`config.mk`:
```
export PLATFORM = sky130hd
export DESIGN_NAME = external_drive_port
export DESIGN_NICKNAME = d
export VERILOG_FILES = /design/src/rtl/floppy_port_pkg.sv /design/src/rtl/flux_stream_if.sv /design/src/rtl/flux_pair_buffer.sv /design/src/rtl/external_drive_port.sv
export SDC_FILE = /design/constraint.sdc
export NUM_CORES = 1
export LEC_CHECK = 0
export ABC_AREA = 1
export BUFFER_PORTS_ARGS = -buffer_cell sky130_fd_sc_hd__buf_2
export CORE_UTILIZATION = 55
export CTS_CLUSTER_DIAMETER = 60
export DETAILED_ROUTE_END_ITERATION = 7
export PLACE_DENSITY = 0.78
export SYNTH_ARGS = -nofsm -noshare
export SYNTH_HDL_FRONTEND = slang
export SYNTH_SLANG_ARGS = --single-unit
```
`constraint.sdc`:
```
create_clock -name clk -period 5.2 [get_ports clk]
set_clock_uncertainty 0.2 [all_clocks]
set_input_delay 0.78 -clock clk [delete_from_list [all_inputs] [get_ports clk]]
set_output_delay 0.78 -clock clk [all_outputs]
set_load 0.01 [all_outputs]
```
`src/rtl/floppy_port_pkg.sv`:
```
package floppy_port_pkg;

  // Cable and sensor inputs, all synchronised together
  localparam int SYNC_WIDTH = 12;
  localparam int SYN_SELECT = 0;
  localparam int SYN_MOTOR = 1;
  localparam int SYN_RESET = 2;
  localparam int SYN_STEP = 3;
  localparam int SYN_DIR = 4;
  localparam int SYN_SIDE = 5;
  localparam int SYN_WDATA = 6;
  localparam int SYN_WGATE = 7;
  localparam int SYN_INDEX = 8;
  localparam int SYN_PRESENT = 9;
  localparam int SYN_PROTECT = 10;
  localparam int SYN_SPEED = 11;
  localparam logic [SYNC_WIDTH-1:0] SYNC_RESET = 12'hfff;

  // Head position
  localparam logic [6:0] TRACK_FIRST = 7'h00;
  localparam logic [6:0] TRACK_LAST = 7'h4f;
  localparam logic [6:0] TRACK_STEP = 7'h01;

  // Identification; the value is arbitrary
  localparam int ID_BITS = 32;
  localparam logic [ID_BITS-1:0] ID_VALUE = 32'h1e2d_3c4b;

  typedef enum logic [1:0] {
    ID_IDLE = 2'b00,
    ID_PRIMED = 2'b01,
    ID_SHIFT = 2'b10
  } id_state_t;

  // Motor line setup and hold kept by the host
  localparam int CLK_PERIOD_NS = 40;
  localparam int MOTOR_SETUP_NS = 1400;
  localparam int MOTOR_SETUP_CYCLES =
    (MOTOR_SETUP_NS + CLK_PERIOD_NS - 1) / CLK_PERIOD_NS;

endpackage : floppy_port_pkg

```
`src/rtl/flux_stream_if.sv`:
```
`timescale 1ns/100ps
interface flux_stream_if #(parameter int WIDTH = 1);
  logic valid;
  logic ready;
  logic [WIDTH-1:0] data;
  modport source(output valid, output data, input ready);
  modport sink(input valid, input data, output ready);
endinterface : flux_stream_if

```
`src/rtl/flux_pair_buffer.sv`:
```
`timescale 1ns/100ps
module flux_pair_buffer #(
  parameter int WIDTH = 1
) (
  input wire logic clk,
  input wire logic reset,
  flux_stream_if.sink upstream,
  flux_stream_if.source downstream
);

  typedef struct packed {
    logic [1:0][WIDTH-1:0] slot;
    logic head;
    logic [1:0] count;
  } buffer_state_t;

  buffer_state_t q;
  buffer_state_t next_q;
  logic push;
  logic pop;

  assign upstream.ready = (q.count != 2'h2);
  assign downstream.valid = (q.count != 2'h0);
  assign downstream.data = q.slot[q.head];
  assign push = upstream.valid && upstream.ready;
  assign pop = downstream.valid && downstream.ready;

  always_comb begin
    next_q = q;
    // Write slot uses the head before any pop, so a full cycle swap is safe
    if (push) begin
      next_q.slot[q.head ^ q.count[0]] = upstream.data;
    end
    if (pop) begin
      next_q.head = ~q.head;
    end
    case ({push, pop})
      2'b10: next_q.count = q.count + 2'h1;
      2'b01: next_q.count = q.count - 2'h1;
      default: next_q.count = q.count;
    endcase
  end

  always_ff @(posedge clk) begin
    if (reset) begin
      q <= '0;
    end else begin
      q <= next_q;
    end
  end

  property p_no_overfill;
    @(posedge clk) disable iff (reset)
    (q.count == 2'h2 && !pop) |=> (q.count == 2'h2 && !upstream.ready);
  endproperty
  a_no_overfill: assert property (p_no_overfill)
    else $error("buffer lost its fill while not drained");

  property p_order;
    @(posedge clk) disable iff (reset)
    (push && q.count == 2'h0 && !pop) |=> (downstream.data == $past(upstream.data));
  endproperty
  a_order: assert property (p_order)
    else $error("first word out is not first word in");

endmodule : flux_pair_buffer

```
`src/rtl/external_drive_port.sv`:
```
// How it works
// - Drive answers status and control only while its own select is low; side choice and drive reset act at any time
// - Track-zero line pulled low while selected and head on track 00
// - Ready shows disk spinning at speed when motor on, else ID bits
// - Write-protect line pulled low while selected with protected disk
// - Revolution line pulses low once per spindle turn while selected
// - Each step moves head one track, none past 00 or 79; low direction inward, high outward
// - Selected drive puts read data out; unselected drives stay off
// - Write data recorded only while selected and write gate low
// - Change latch set at power-on or no disk; step clears it
// - Motor latch captures motor line on falling edge of own select
// - During drive reset the motor latch clears and writing is inhibited
// - Motor on then off then one select pulse loads ID shift register
// - Each of 32 select pulses presents one ID bit, MSB first
// - Drive reports only its one assigned identification value
`timescale 1ns/100ps
module external_drive_port (
  input wire logic clk,
  input wire logic reset,
  input wire logic per_drive_select_n,
  input wire logic shared_motor_on_n,
  input wire logic drive_reset_n,
  input wire logic head_step_pulse_n,
  input wire logic step_direction,
  input wire logic head_surface_choice_n,
  input wire logic write_flux_data_n,
  input wire logic write_gate_n,
  input wire logic spindle_index,
  input wire logic disk_present,
  input wire logic disk_protected,
  input wire logic spindle_at_speed,
  input wire logic flux_bit,
  input wire logic flux_valid,
  output logic flux_ready,
  output logic head_at_outer_track_n_out,
  output logic head_at_outer_track_n_oe,
  output logic drive_ready_n_out,
  output logic drive_ready_n_oe,
  output logic media_protect_status_n_out,
  output logic media_protect_status_n_oe,
  output logic revolution_index_n_out,
  output logic revolution_index_n_oe,
  output logic read_flux_data_n_out,
  output logic read_flux_data_n_oe,
  output logic media_changed_n_out,
  output logic media_changed_n_oe,
  output logic motor_on,
  output logic [6:0] head_track,
  output logic head_side_one,
  output logic write_enable,
  output logic write_bit
);

  typedef struct packed {
    logic [floppy_port_pkg::SYNC_WIDTH-1:0] sync1;
    logic [floppy_port_pkg::SYNC_WIDTH-1:0] sync2;
    logic sel_prev;
    logic step_prev;
    logic motor_on;
    logic changed;
    logic [6:0] track;
    floppy_port_pkg::id_state_t id_state;
    logic [floppy_port_pkg::ID_BITS-1:0] id_shift;
    logic track0_oe;
    logic ready_oe;
    logic protect_oe;
    logic index_oe;
    logic read_oe;
    logic change_oe;
    logic write_enable;
    logic write_bit;
    logic side_one;
  } port_state_t;

  localparam port_state_t RESET_STATE = '{
    sync1: floppy_port_pkg::SYNC_RESET,
    sync2: floppy_port_pkg::SYNC_RESET,
    sel_prev: 1'b0,
    step_prev: 1'b1,
    motor_on: 1'b0,
    changed: 1'b1,
    track: floppy_port_pkg::TRACK_FIRST,
    id_state: floppy_port_pkg::ID_IDLE,
    id_shift: floppy_port_pkg::ID_VALUE,
    track0_oe: 1'b0,
    ready_oe: 1'b0,
    protect_oe: 1'b0,
    index_oe: 1'b0,
    read_oe: 1'b0,
    change_oe: 1'b0,
    write_enable: 1'b0,
    write_bit: 1'b0,
    side_one: 1'b0
  };

  port_state_t q;
  port_state_t next_q;

  // Decoded synchronised levels
  logic sel;
  logic sel_fall;
  logic rst;
  logic motor_low;
  logic step_fall;
  logic dir_out;
  logic present;
  logic protect;
  logic at_speed;
  logic index_on;
  logic gate_on;

  assign sel = !q.sync2[floppy_port_pkg::SYN_SELECT];
  assign sel_fall = sel && !q.sel_prev;
  assign rst = !q.sync2[floppy_port_pkg::SYN_RESET];
  assign motor_low = !q.sync2[floppy_port_pkg::SYN_MOTOR];
  assign step_fall = !q.sync2[floppy_port_pkg::SYN_STEP] && q.step_prev;
  assign dir_out = q.sync2[floppy_port_pkg::SYN_DIR];
  assign present = q.sync2[floppy_port_pkg::SYN_PRESENT];
  assign protect = q.sync2[floppy_port_pkg::SYN_PROTECT];
  assign at_speed = q.sync2[floppy_port_pkg::SYN_SPEED];
  assign index_on = q.sync2[floppy_port_pkg::SYN_INDEX];
  assign gate_on = !q.sync2[floppy_port_pkg::SYN_WGATE];

  // Read flux path; the buffer drains only while selected, so the head electronics stall once both words wait unselected
  flux_stream_if #(.WIDTH(1)) flux_in ();
  flux_stream_if #(.WIDTH(1)) flux_out ();

  assign flux_in.valid = flux_valid;
  assign flux_in.data = flux_bit;
  assign flux_ready = flux_in.ready;
  assign flux_out.ready = sel;

  flux_pair_buffer #(.WIDTH(1)) read_buffer (
    .clk(clk),
    .reset(reset),
    .upstream(flux_in),
    .downstream(flux_out)
  );

  always_comb begin
    next_q = q;
    next_q.sync1[floppy_port_pkg::SYN_SELECT] = per_drive_select_n;
    next_q.sync1[floppy_port_pkg::SYN_MOTOR] = shared_motor_on_n;
    next_q.sync1[floppy_port_pkg::SYN_RESET] = drive_reset_n;
    next_q.sync1[floppy_port_pkg::SYN_STEP] = head_step_pulse_n;
    next_q.sync1[floppy_port_pkg::SYN_DIR] = step_direction;
    next_q.sync1[floppy_port_pkg::SYN_SIDE] = head_surface_choice_n;
    next_q.sync1[floppy_port_pkg::SYN_WDATA] = write_flux_data_n;
    next_q.sync1[floppy_port_pkg::SYN_WGATE] = write_gate_n;
    next_q.sync1[floppy_port_pkg::SYN_INDEX] = spindle_index;
    next_q.sync1[floppy_port_pkg::SYN_PRESENT] = disk_present;
    next_q.sync1[floppy_port_pkg::SYN_PROTECT] = disk_protected;
    next_q.sync1[floppy_port_pkg::SYN_SPEED] = spindle_at_speed;
    next_q.sync2 = q.sync1;
    next_q.sel_prev = sel;
    next_q.step_prev = q.sync2[floppy_port_pkg::SYN_STEP];

    if (rst) begin
      next_q.motor_on = 1'b0;
    end else if (sel_fall) begin
      next_q.motor_on = motor_low;
    end

    if (step_fall && sel) begin
      if (!dir_out && q.track != floppy_port_pkg::TRACK_LAST) begin
        next_q.track = q.track + floppy_port_pkg::TRACK_STEP;
      end else if (dir_out && q.track != floppy_port_pkg::TRACK_FIRST) begin
        next_q.track = q.track - floppy_port_pkg::TRACK_STEP;
      end
    end

    // step clears, no disk sets; set wins
    if (step_fall && sel && present) begin
      next_q.changed = 1'b0;
    end
    if (!present) begin
      next_q.changed = 1'b1;
    end

    // Identification sequence follows the select edges; drive reset returns it to idle
    if (rst) begin
      next_q.id_state = floppy_port_pkg::ID_IDLE;
    end else if (sel_fall) begin
      if (q.motor_on && !motor_low) begin
        next_q.id_shift = floppy_port_pkg::ID_VALUE;
        next_q.id_state = floppy_port_pkg::ID_PRIMED;
      end else if (!q.motor_on && !motor_low) begin
        case (q.id_state)
          floppy_port_pkg::ID_PRIMED: begin
            next_q.id_state = floppy_port_pkg::ID_SHIFT;
          end
          floppy_port_pkg::ID_SHIFT: begin
            next_q.id_shift = {q.id_shift[floppy_port_pkg::ID_BITS-2:0],
                               1'b1};
          end
          default: begin
            next_q.id_state = floppy_port_pkg::ID_IDLE;
          end
        endcase
      end else begin
        next_q.id_state = floppy_port_pkg::ID_IDLE;
      end
    end

    next_q.track0_oe = sel && (q.track == floppy_port_pkg::TRACK_FIRST);
    next_q.ready_oe = sel && (q.motor_on ? (present && at_speed)
                                         : !q.id_shift[floppy_port_pkg::ID_BITS-1]);
    next_q.protect_oe = sel && protect;
    next_q.index_oe = sel && index_on;
    next_q.read_oe = sel && flux_out.valid && flux_out.data[0];
    next_q.change_oe = sel && q.changed;

    // reset inhibits writing
    // A protected disk is never written, whatever the host asks
    next_q.write_enable = sel && gate_on && !rst && !protect;
    next_q.write_bit = sel && gate_on && !rst && !protect &&
                       !q.sync2[floppy_port_pkg::SYN_WDATA];
    next_q.side_one = !q.sync2[floppy_port_pkg::SYN_SIDE];
  end

  always_ff @(posedge clk) begin
    if (reset) begin
      q <= RESET_STATE;
    end else begin
      q <= next_q;
    end
  end

  // Open-drain lines only ever pull low
  assign head_at_outer_track_n_out = 1'b0;
  assign head_at_outer_track_n_oe = q.track0_oe;
  assign drive_ready_n_out = 1'b0;
  assign drive_ready_n_oe = q.ready_oe;
  assign media_protect_status_n_out = 1'b0;
  assign media_protect_status_n_oe = q.protect_oe;
  assign revolution_index_n_out = 1'b0;
  assign revolution_index_n_oe = q.index_oe;
  assign read_flux_data_n_out = 1'b0;
  assign read_flux_data_n_oe = q.read_oe;
  assign media_changed_n_out = 1'b0;
  assign media_changed_n_oe = q.change_oe;
  assign motor_on = q.motor_on;
  assign head_track = q.track;
  assign head_side_one = q.side_one;
  assign write_enable = q.write_enable;
  assign write_bit = q.write_bit;

  property p_unselected_quiet;
    @(posedge clk) disable iff (reset)
    !sel |=> (!q.track0_oe && !q.ready_oe && !q.read_oe && !q.change_oe);
  endproperty
  a_unselected_quiet: assert property (p_unselected_quiet)
    else $error("unselected drive pulls a status line");

  property p_track_zero;
    @(posedge clk) disable iff (reset)
    (sel && q.track == floppy_port_pkg::TRACK_FIRST) |=> q.track0_oe;
  endproperty
  a_track_zero: assert property (p_track_zero)
    else $error("track zero not shown");

  property p_ready_spin;
    @(posedge clk) disable iff (reset)
    (sel && q.motor_on) |=> (q.ready_oe == ($past(present) && $past(at_speed)));
  endproperty
  a_ready_spin: assert property (p_ready_spin)
    else $error("ready line does not follow spin state");

  property p_protect;
    @(posedge clk) disable iff (reset)
    (sel && protect) |=> (q.protect_oe && !q.write_enable);
  endproperty
  a_protect: assert property (p_protect)
    else $error("protected disk not reported");

  property p_index;
    @(posedge clk) disable iff (reset)
    (sel && index_on) |=> q.index_oe;
  endproperty
  a_index: assert property (p_index)
    else $error("revolution pulse missing");

  property p_step_in;
    @(posedge clk) disable iff (reset)
    (step_fall && sel && !dir_out && q.track != floppy_port_pkg::TRACK_LAST)
      |=> (q.track == $past(q.track) + floppy_port_pkg::TRACK_STEP);
  endproperty
  a_step_in: assert property (p_step_in)
    else $error("inward step did not add one track");

  property p_write_gate;
    @(posedge clk) disable iff (reset)
    q.write_enable |-> ($past(sel) && $past(gate_on) && !$past(rst));
  endproperty
  a_write_gate: assert property (p_write_gate)
    else $error("writing without select and gate");

  property p_change_set;
    @(posedge clk) disable iff (reset)
    !present |=> q.changed ##1 (!$past(sel) || q.change_oe);
  endproperty
  a_change_set: assert property (p_change_set)
    else $error("change latch not set without disk");

  property p_motor_latch;
    @(posedge clk) disable iff (reset)
    (sel_fall && !rst) |=> (q.motor_on == $past(motor_low));
  endproperty
  a_motor_latch: assert property (p_motor_latch)
    else $error("motor latch missed select edge");

  property p_reset_stop;
    @(posedge clk) disable iff (reset)
    rst |=> (!q.motor_on && !q.write_enable);
  endproperty
  a_reset_stop: assert property (p_reset_stop)
    else $error("motor or write alive in drive reset");

  property p_id_load;
    @(posedge clk) disable iff (reset)
    (sel_fall && !rst && q.motor_on && !motor_low) |=>
      (q.id_shift == floppy_port_pkg::ID_VALUE &&
       q.id_state == floppy_port_pkg::ID_PRIMED);
  endproperty
  a_id_load: assert property (p_id_load)
    else $error("ID register not loaded on motor off");

  property p_id_shift;
    @(posedge clk) disable iff (reset)
    (sel_fall && !rst && !q.motor_on && !motor_low &&
     q.id_state == floppy_port_pkg::ID_SHIFT) |=>
      (q.id_shift == {$past(q.id_shift[30:0]), 1'b1});
  endproperty
  a_id_shift: assert property (p_id_shift)
    else $error("ID register did not shift");

endmodule : external_drive_port

```
Word-level counts from Yosys, hierarchy flattened
Cells that the tools add are included.

cells by class
  order comparisons = 3
  bitwise gates (word level) = 4
  multiplexer cells = 14
  reductions and logical operators = 45
  equal/unequal tests = 7
  add/subtract/negate cells = 4

operators with widths
  operator             number
  $mux 32              2
  $mux 34              1
  $logic_and 1x1->1    22
  $mux 7               2
  $logic_not 1->1      11
  $reduce_bool 2->1    5
  $pmux 2 s2           2
  $add 7x1->7 const B  1
  $logic_not 7->1      1
  $ne 7x7->1 const B   1
  $reduce_bool 7->1    1
  $sub 7x1->7 const B  1
  $eq 2x1->1 const B   2
  $eq 2x2->1 const B   2
  $lt 1x2->1 const B   2
  $mux 1               4
  $reduce_and 2->1     2
  $reduce_and 4->1     1
  $reduce_or 2->1      2
  $ne 3x3->1 const B   1
  $not 1->1            3
  $add 2x1->2 const B  1
  $bwmux 2             1
  $mux 2               1
  5 further kinds      5

word-level totals
  bits in registers = 83
  bits of input ports = 16
  logic and storage cells = 99

Logic depth before layout (Yosys ltp)
  depth after elaboration = 6
  depth in mapped cells = 15

By module
A second synthesis with hierarchy kept.

second synthesis, totals
  cell total of the unflattened synthesis = 370
  area total of the unflattened synthesis = 3,123.0 µm²

by module, submodules not included
  module               instances  area each (µm²)  cells each
  external_drive_port  1          2,824.0          323
  flux_pair_buffer     1          299.0            47

Least setup slack after synthesis
OpenSTA, ideal clock, no wires.

  kind = reg2reg
  start = register q (netlist bit head_track[5])
  end = register q (netlist bit head_track[6])
  cell stages (with the launch flop) = 15
  clock period less this slack = 1.967 ns
  arrival = 1.652 ns
  slack = 3.233 ns
  cell sequence = dfxtp_1 > inv_1 > nand2_1 > nor2_1 > nand2_1 > nand2_1 > fa_1 > nand2_1 > nand2_1 > nand3_1 > nand2_1 > nor2_1 > nor2_1 > a21oi_1 > nor2_1

on the way
  cells in the longest elaborated chain, start to end = 4
  elaborated cells between the ends (all ways) = 10

ends and longest elaborated chain
  item                                                 RTL line                    source
  from (decl)                                          external_drive_port.sv:96   port_state_t q;
  from (signal assigned)                               external_drive_port.sv:225  q <= next_q;
  branches (longest 4 deep; another with $sub 7x1->7)  n/a

Parallel ways; which one is timed is not known. The select of a mux whose other input is x is not followed.
A chain may end at the register's enable or synchronous reset.

Worst setup path after layout
  start = input port reset
  end = register q (netlist bit motor_on)

on the way
  cells in the longest elaborated chain, start to end = 1

ends and longest elaborated chain
  item                              RTL line                   source
  from (decl)                       external_drive_port.sv:19  input wire logic reset,
  $reduce_or 2->1 (no source line)  n/a

Every way passes these cells.

==> flow_summary_export.csv <==
group,metric,value,unit
setup_path,worstPathCellList,"buf_2 -> clkinv_1 -> nand2_1 -> a211oi_1",
power_and_ir_drop,clkPwrFrac,0.390,
sta,rsz0062_at_grt,"false",
clock_tree,insertion_delay,0.34,ns
layout,antenna_cells,0,
global_routing,grtUsageTotal,0.195,
setup_path,startpoint_type,"input pin",
sta,period_minus_slack,2.52,ns
setup_path,crit_type,"in -> reg",
power_and_ir_drop,switchingPower,0.246,mW
status,status,"finished clean",
setup_path,worstPathArrival,2.55,ns
logic_synthesis,synth_top_area_frac,0.532,
power_and_ir_drop,power.density,342,nW/um^2
die,dieArea,5850,sq um
sta,slew_headroom,0.520,
setup_path,worstPathRequired,5.22,ns
die,core_region_area,5240,sq um
logic_synthesis,syn-mean-instance-area,8.69,sq um
setup_path,r2r-start,"head_track[5]",
routing,totalWireLength,5190,um
sta,worstMarginPinSlew,0.715,ns
sta,tns,0,ns
logic_synthesis,seq_area_frac_synth,0.532,
logic_synthesis,syn_inst,351,
clock_tree,clockRootBuffer,"clkbuf_8",
sta,fmaxAchievable,397,MHz
placed_design,io_buffers,33,
routing,drt_iter0_drc,109,
setup_path,critPathCaptureType,"register",
clock_tree,cts_resized,0,
sta,final_max_slew_viol_count,0,
routing,drtPass1Iterations,4,
clock_tree,clk_pin_slew,0.07,ns
placed_design,place_congestion,0.768,
die,die_y,76.5,um
global_routing,grt_pass1_wl,9000,um
logic_synthesis,synth.area.top_cells,"dfxtp_1, nand2_1, a21oi_1",
routing,vias,2210,
layout,drive_gt1_frac,0.216,
global_routing,grt_pass1_vias,2094,
routing,via_per_inst,4.92,
setup_path,regToRegEndpoint,"head_track[6]",
clock_tree,cts_tree,"yes",
setup_path,worstRegToRegCells,15,
sta,holdWs,0.197,ns
global_routing,gr-total-overflow,0,
die,die_w,76.5,um
die,rows,26,
clock_tree,post_cts_buffers,0,
power_and_ir_drop,peakVddDrop,0.234,mV
die,start_util,0.582,
sta,setup_viol,0,
global_routing,antenna_found_initial,0,
layout,final_nets,398,
placed_design,hpwl,3440,um
logic_synthesis,synth.distinct_cells,31,
setup_path,crit_start,"reset",
clock_tree,holdBufCountCts,0,
clock_tree,cts_made_buffers,9,
clock_tree,cts.sinks,81,
power_and_ir_drop,switching_share,0.214,
layout,final_common_cell,"dfxtp_1",
clock_tree,cts_buffer_depth,2,
setup_path,cpPeakStageDelay,0.79,ns
layout,final_cell_mix,"dfxtp_1, nand2_1, a21oi_1",
logic_synthesis,ys_seq_elements,81,
global_routing,grt_start_max_net_pins,48,
clock_tree,htreeDepth,3,
logic_synthesis,yosys_warnings,0,
power_and_ir_drop,p_leak,1.47,nW
job,maxCapViolations,0,
logic_synthesis,yosysTopAreaCell,"dfxtp_1",
power_and_ir_drop,combPwrFrac,0.049,
die,pin_count,40,
min_path,hold_depth,1,
sta,hold_violations,0,
routing,drcViolationCount,0,
sta,fin_crit_sh,0.485,
routing,final_antenna_net_count,0,
routing,post_drt_wl_per_cell,11.6,um
logic_synthesis,synth_area,3050,sq um
setup_path,cp_slowest_cell,"clkinv_1",
layout,areaGrowthSynthToFinish,10.0,%
min_path,hp-class,"reg -> reg",
setup_path,cp_max_fo,47,
power_and_ir_drop,seqPwrFrac,0.561,
power_and_ir_drop,internal_power,0.902,mW
setup_path,crit_end,"motor_on",
setup_path,rrSetupSlack,2.89,ns
[how the worst min path moves through the flow]
stage / startpoint / to
after floorplan: q[59] / head_side_one
after global placement: q[59] / head_side_one
after detailed placement: q[59] / head_side_one
after CTS: q[60] / write_bit
after global routing: next_q[62] / index_on
final: q[60] / write_bit
[sequential cells by signal, indices dropped and copies added, names as in the netlist]
name,flops
present,1
protect,1
dir_out,1
write_bit,1
index_on,1
q,41
write_enable,1
read_flux_data_n_oe,1
motor_on,1
at_speed,1
head_side_one,1
revolution_index_n_oe,1
media_changed_n_oe,1
head_at_outer_track_n_oe,1
media_protect_status_n_oe,1
next_q,13
drive_ready_n_oe,1
head_track,7
read_buffer.q,5
[metal layers]
| layer | GRT usage | part of all wire | up-vias |
|---|---|---|---|
| met3 | 0.0407 | 0.045 | 9 |
| li1 | - | - | 1159 |
| met4 | 0.104 | 0.016 | 0 |
| met5 | 0 | 0 | - |
| met1 | 0.244 | 0.48 | 990 |
| met2 | 0.315 | 0.46 | 52 |
[per-stage QoR]
step	instance area, sq um	worst slack, ns	util	power, mW	cells
3_5_place_dp	3160	2.32	0.603	0.714	434
6_report	3350	2.68	0.640	1.15	449
5_1_grt	3350	2.47	0.640	1.19	449
3_3_place_gp	3160	2.33	0.603	0.712	434
4_1_cts	3350	2.66	0.640	1.16	449
2_1_floorplan	3070	3.23	-	0.701	356
[Yosys cell counts]
library cell and n:
mux2i_1 1, inv_2 2, nor2_8 1, conb_1 1, xor2_1 2, nand3_1 10
nor3_1 2, or2_2 24, nor3b_1 1, clkinv_1 1, o21ai_0 11, nor2_1 23
a21oi_1 34, fa_1 1, inv_4 1, ha_1 6, buf_4 13, buf_2 3
o211ai_1 2, o22ai_2 3, dfxtp_1 81, inv_1 24, nand2_1 75, clkbuf_1 7
buf_6 2, nor2_4 2, a211oi_1 3, xnor2_1 2, nand2_2 1, o22ai_1 11
nand2_4 1
[power by group through the flow]
stage | Clock, mW | Sequential, mW | Combinational [mW]
finish | 0.448 | 0.644 | 0.0563
floorplan | 0 | 0.657 | 0.0445
global route | 0.481 | 0.645 | 0.0649
global placement | 0 | 0.658 | 0.0541
CTS | 0.459 | 0.644 | 0.0567
detailed placement | 0 | 0.658 | 0.0561
[cells by family (layout without fill, tap and decap cells)]
kind of cell	after synthesis	in the layout	synth area share
compound gates	64	64	0.121
xor+xnor	4	4	0.0115
fa+ha+maj	7	7	0.0312
buf+inv	53	76	0.0882
flops	81	81	0.532
mux	1	1	0.00328
other cells	1	6	0.00123
simple gates	140	140	0.212
[final cells by class]
cell class / instances / area (sq um)
clock buffers: 12 / 155
clock inverters: 3 / 40.0
fillers: 463 / 1880
inverters: 28 / 108
multi-input cells: 222 / 1180
flip-flops and latches: 81 / 1620
well taps: 70 / 87.6
repair buffers: 33 / 165
[worst max-delay path: cells and delay by family]
kind / cells / cell delay, ns
compound gates: 1 / 0.09
buf+inv: 2 / 1.32
simple gates: 1 / 0.34
No activity file was read; power rests on OpenSTA's default activity.
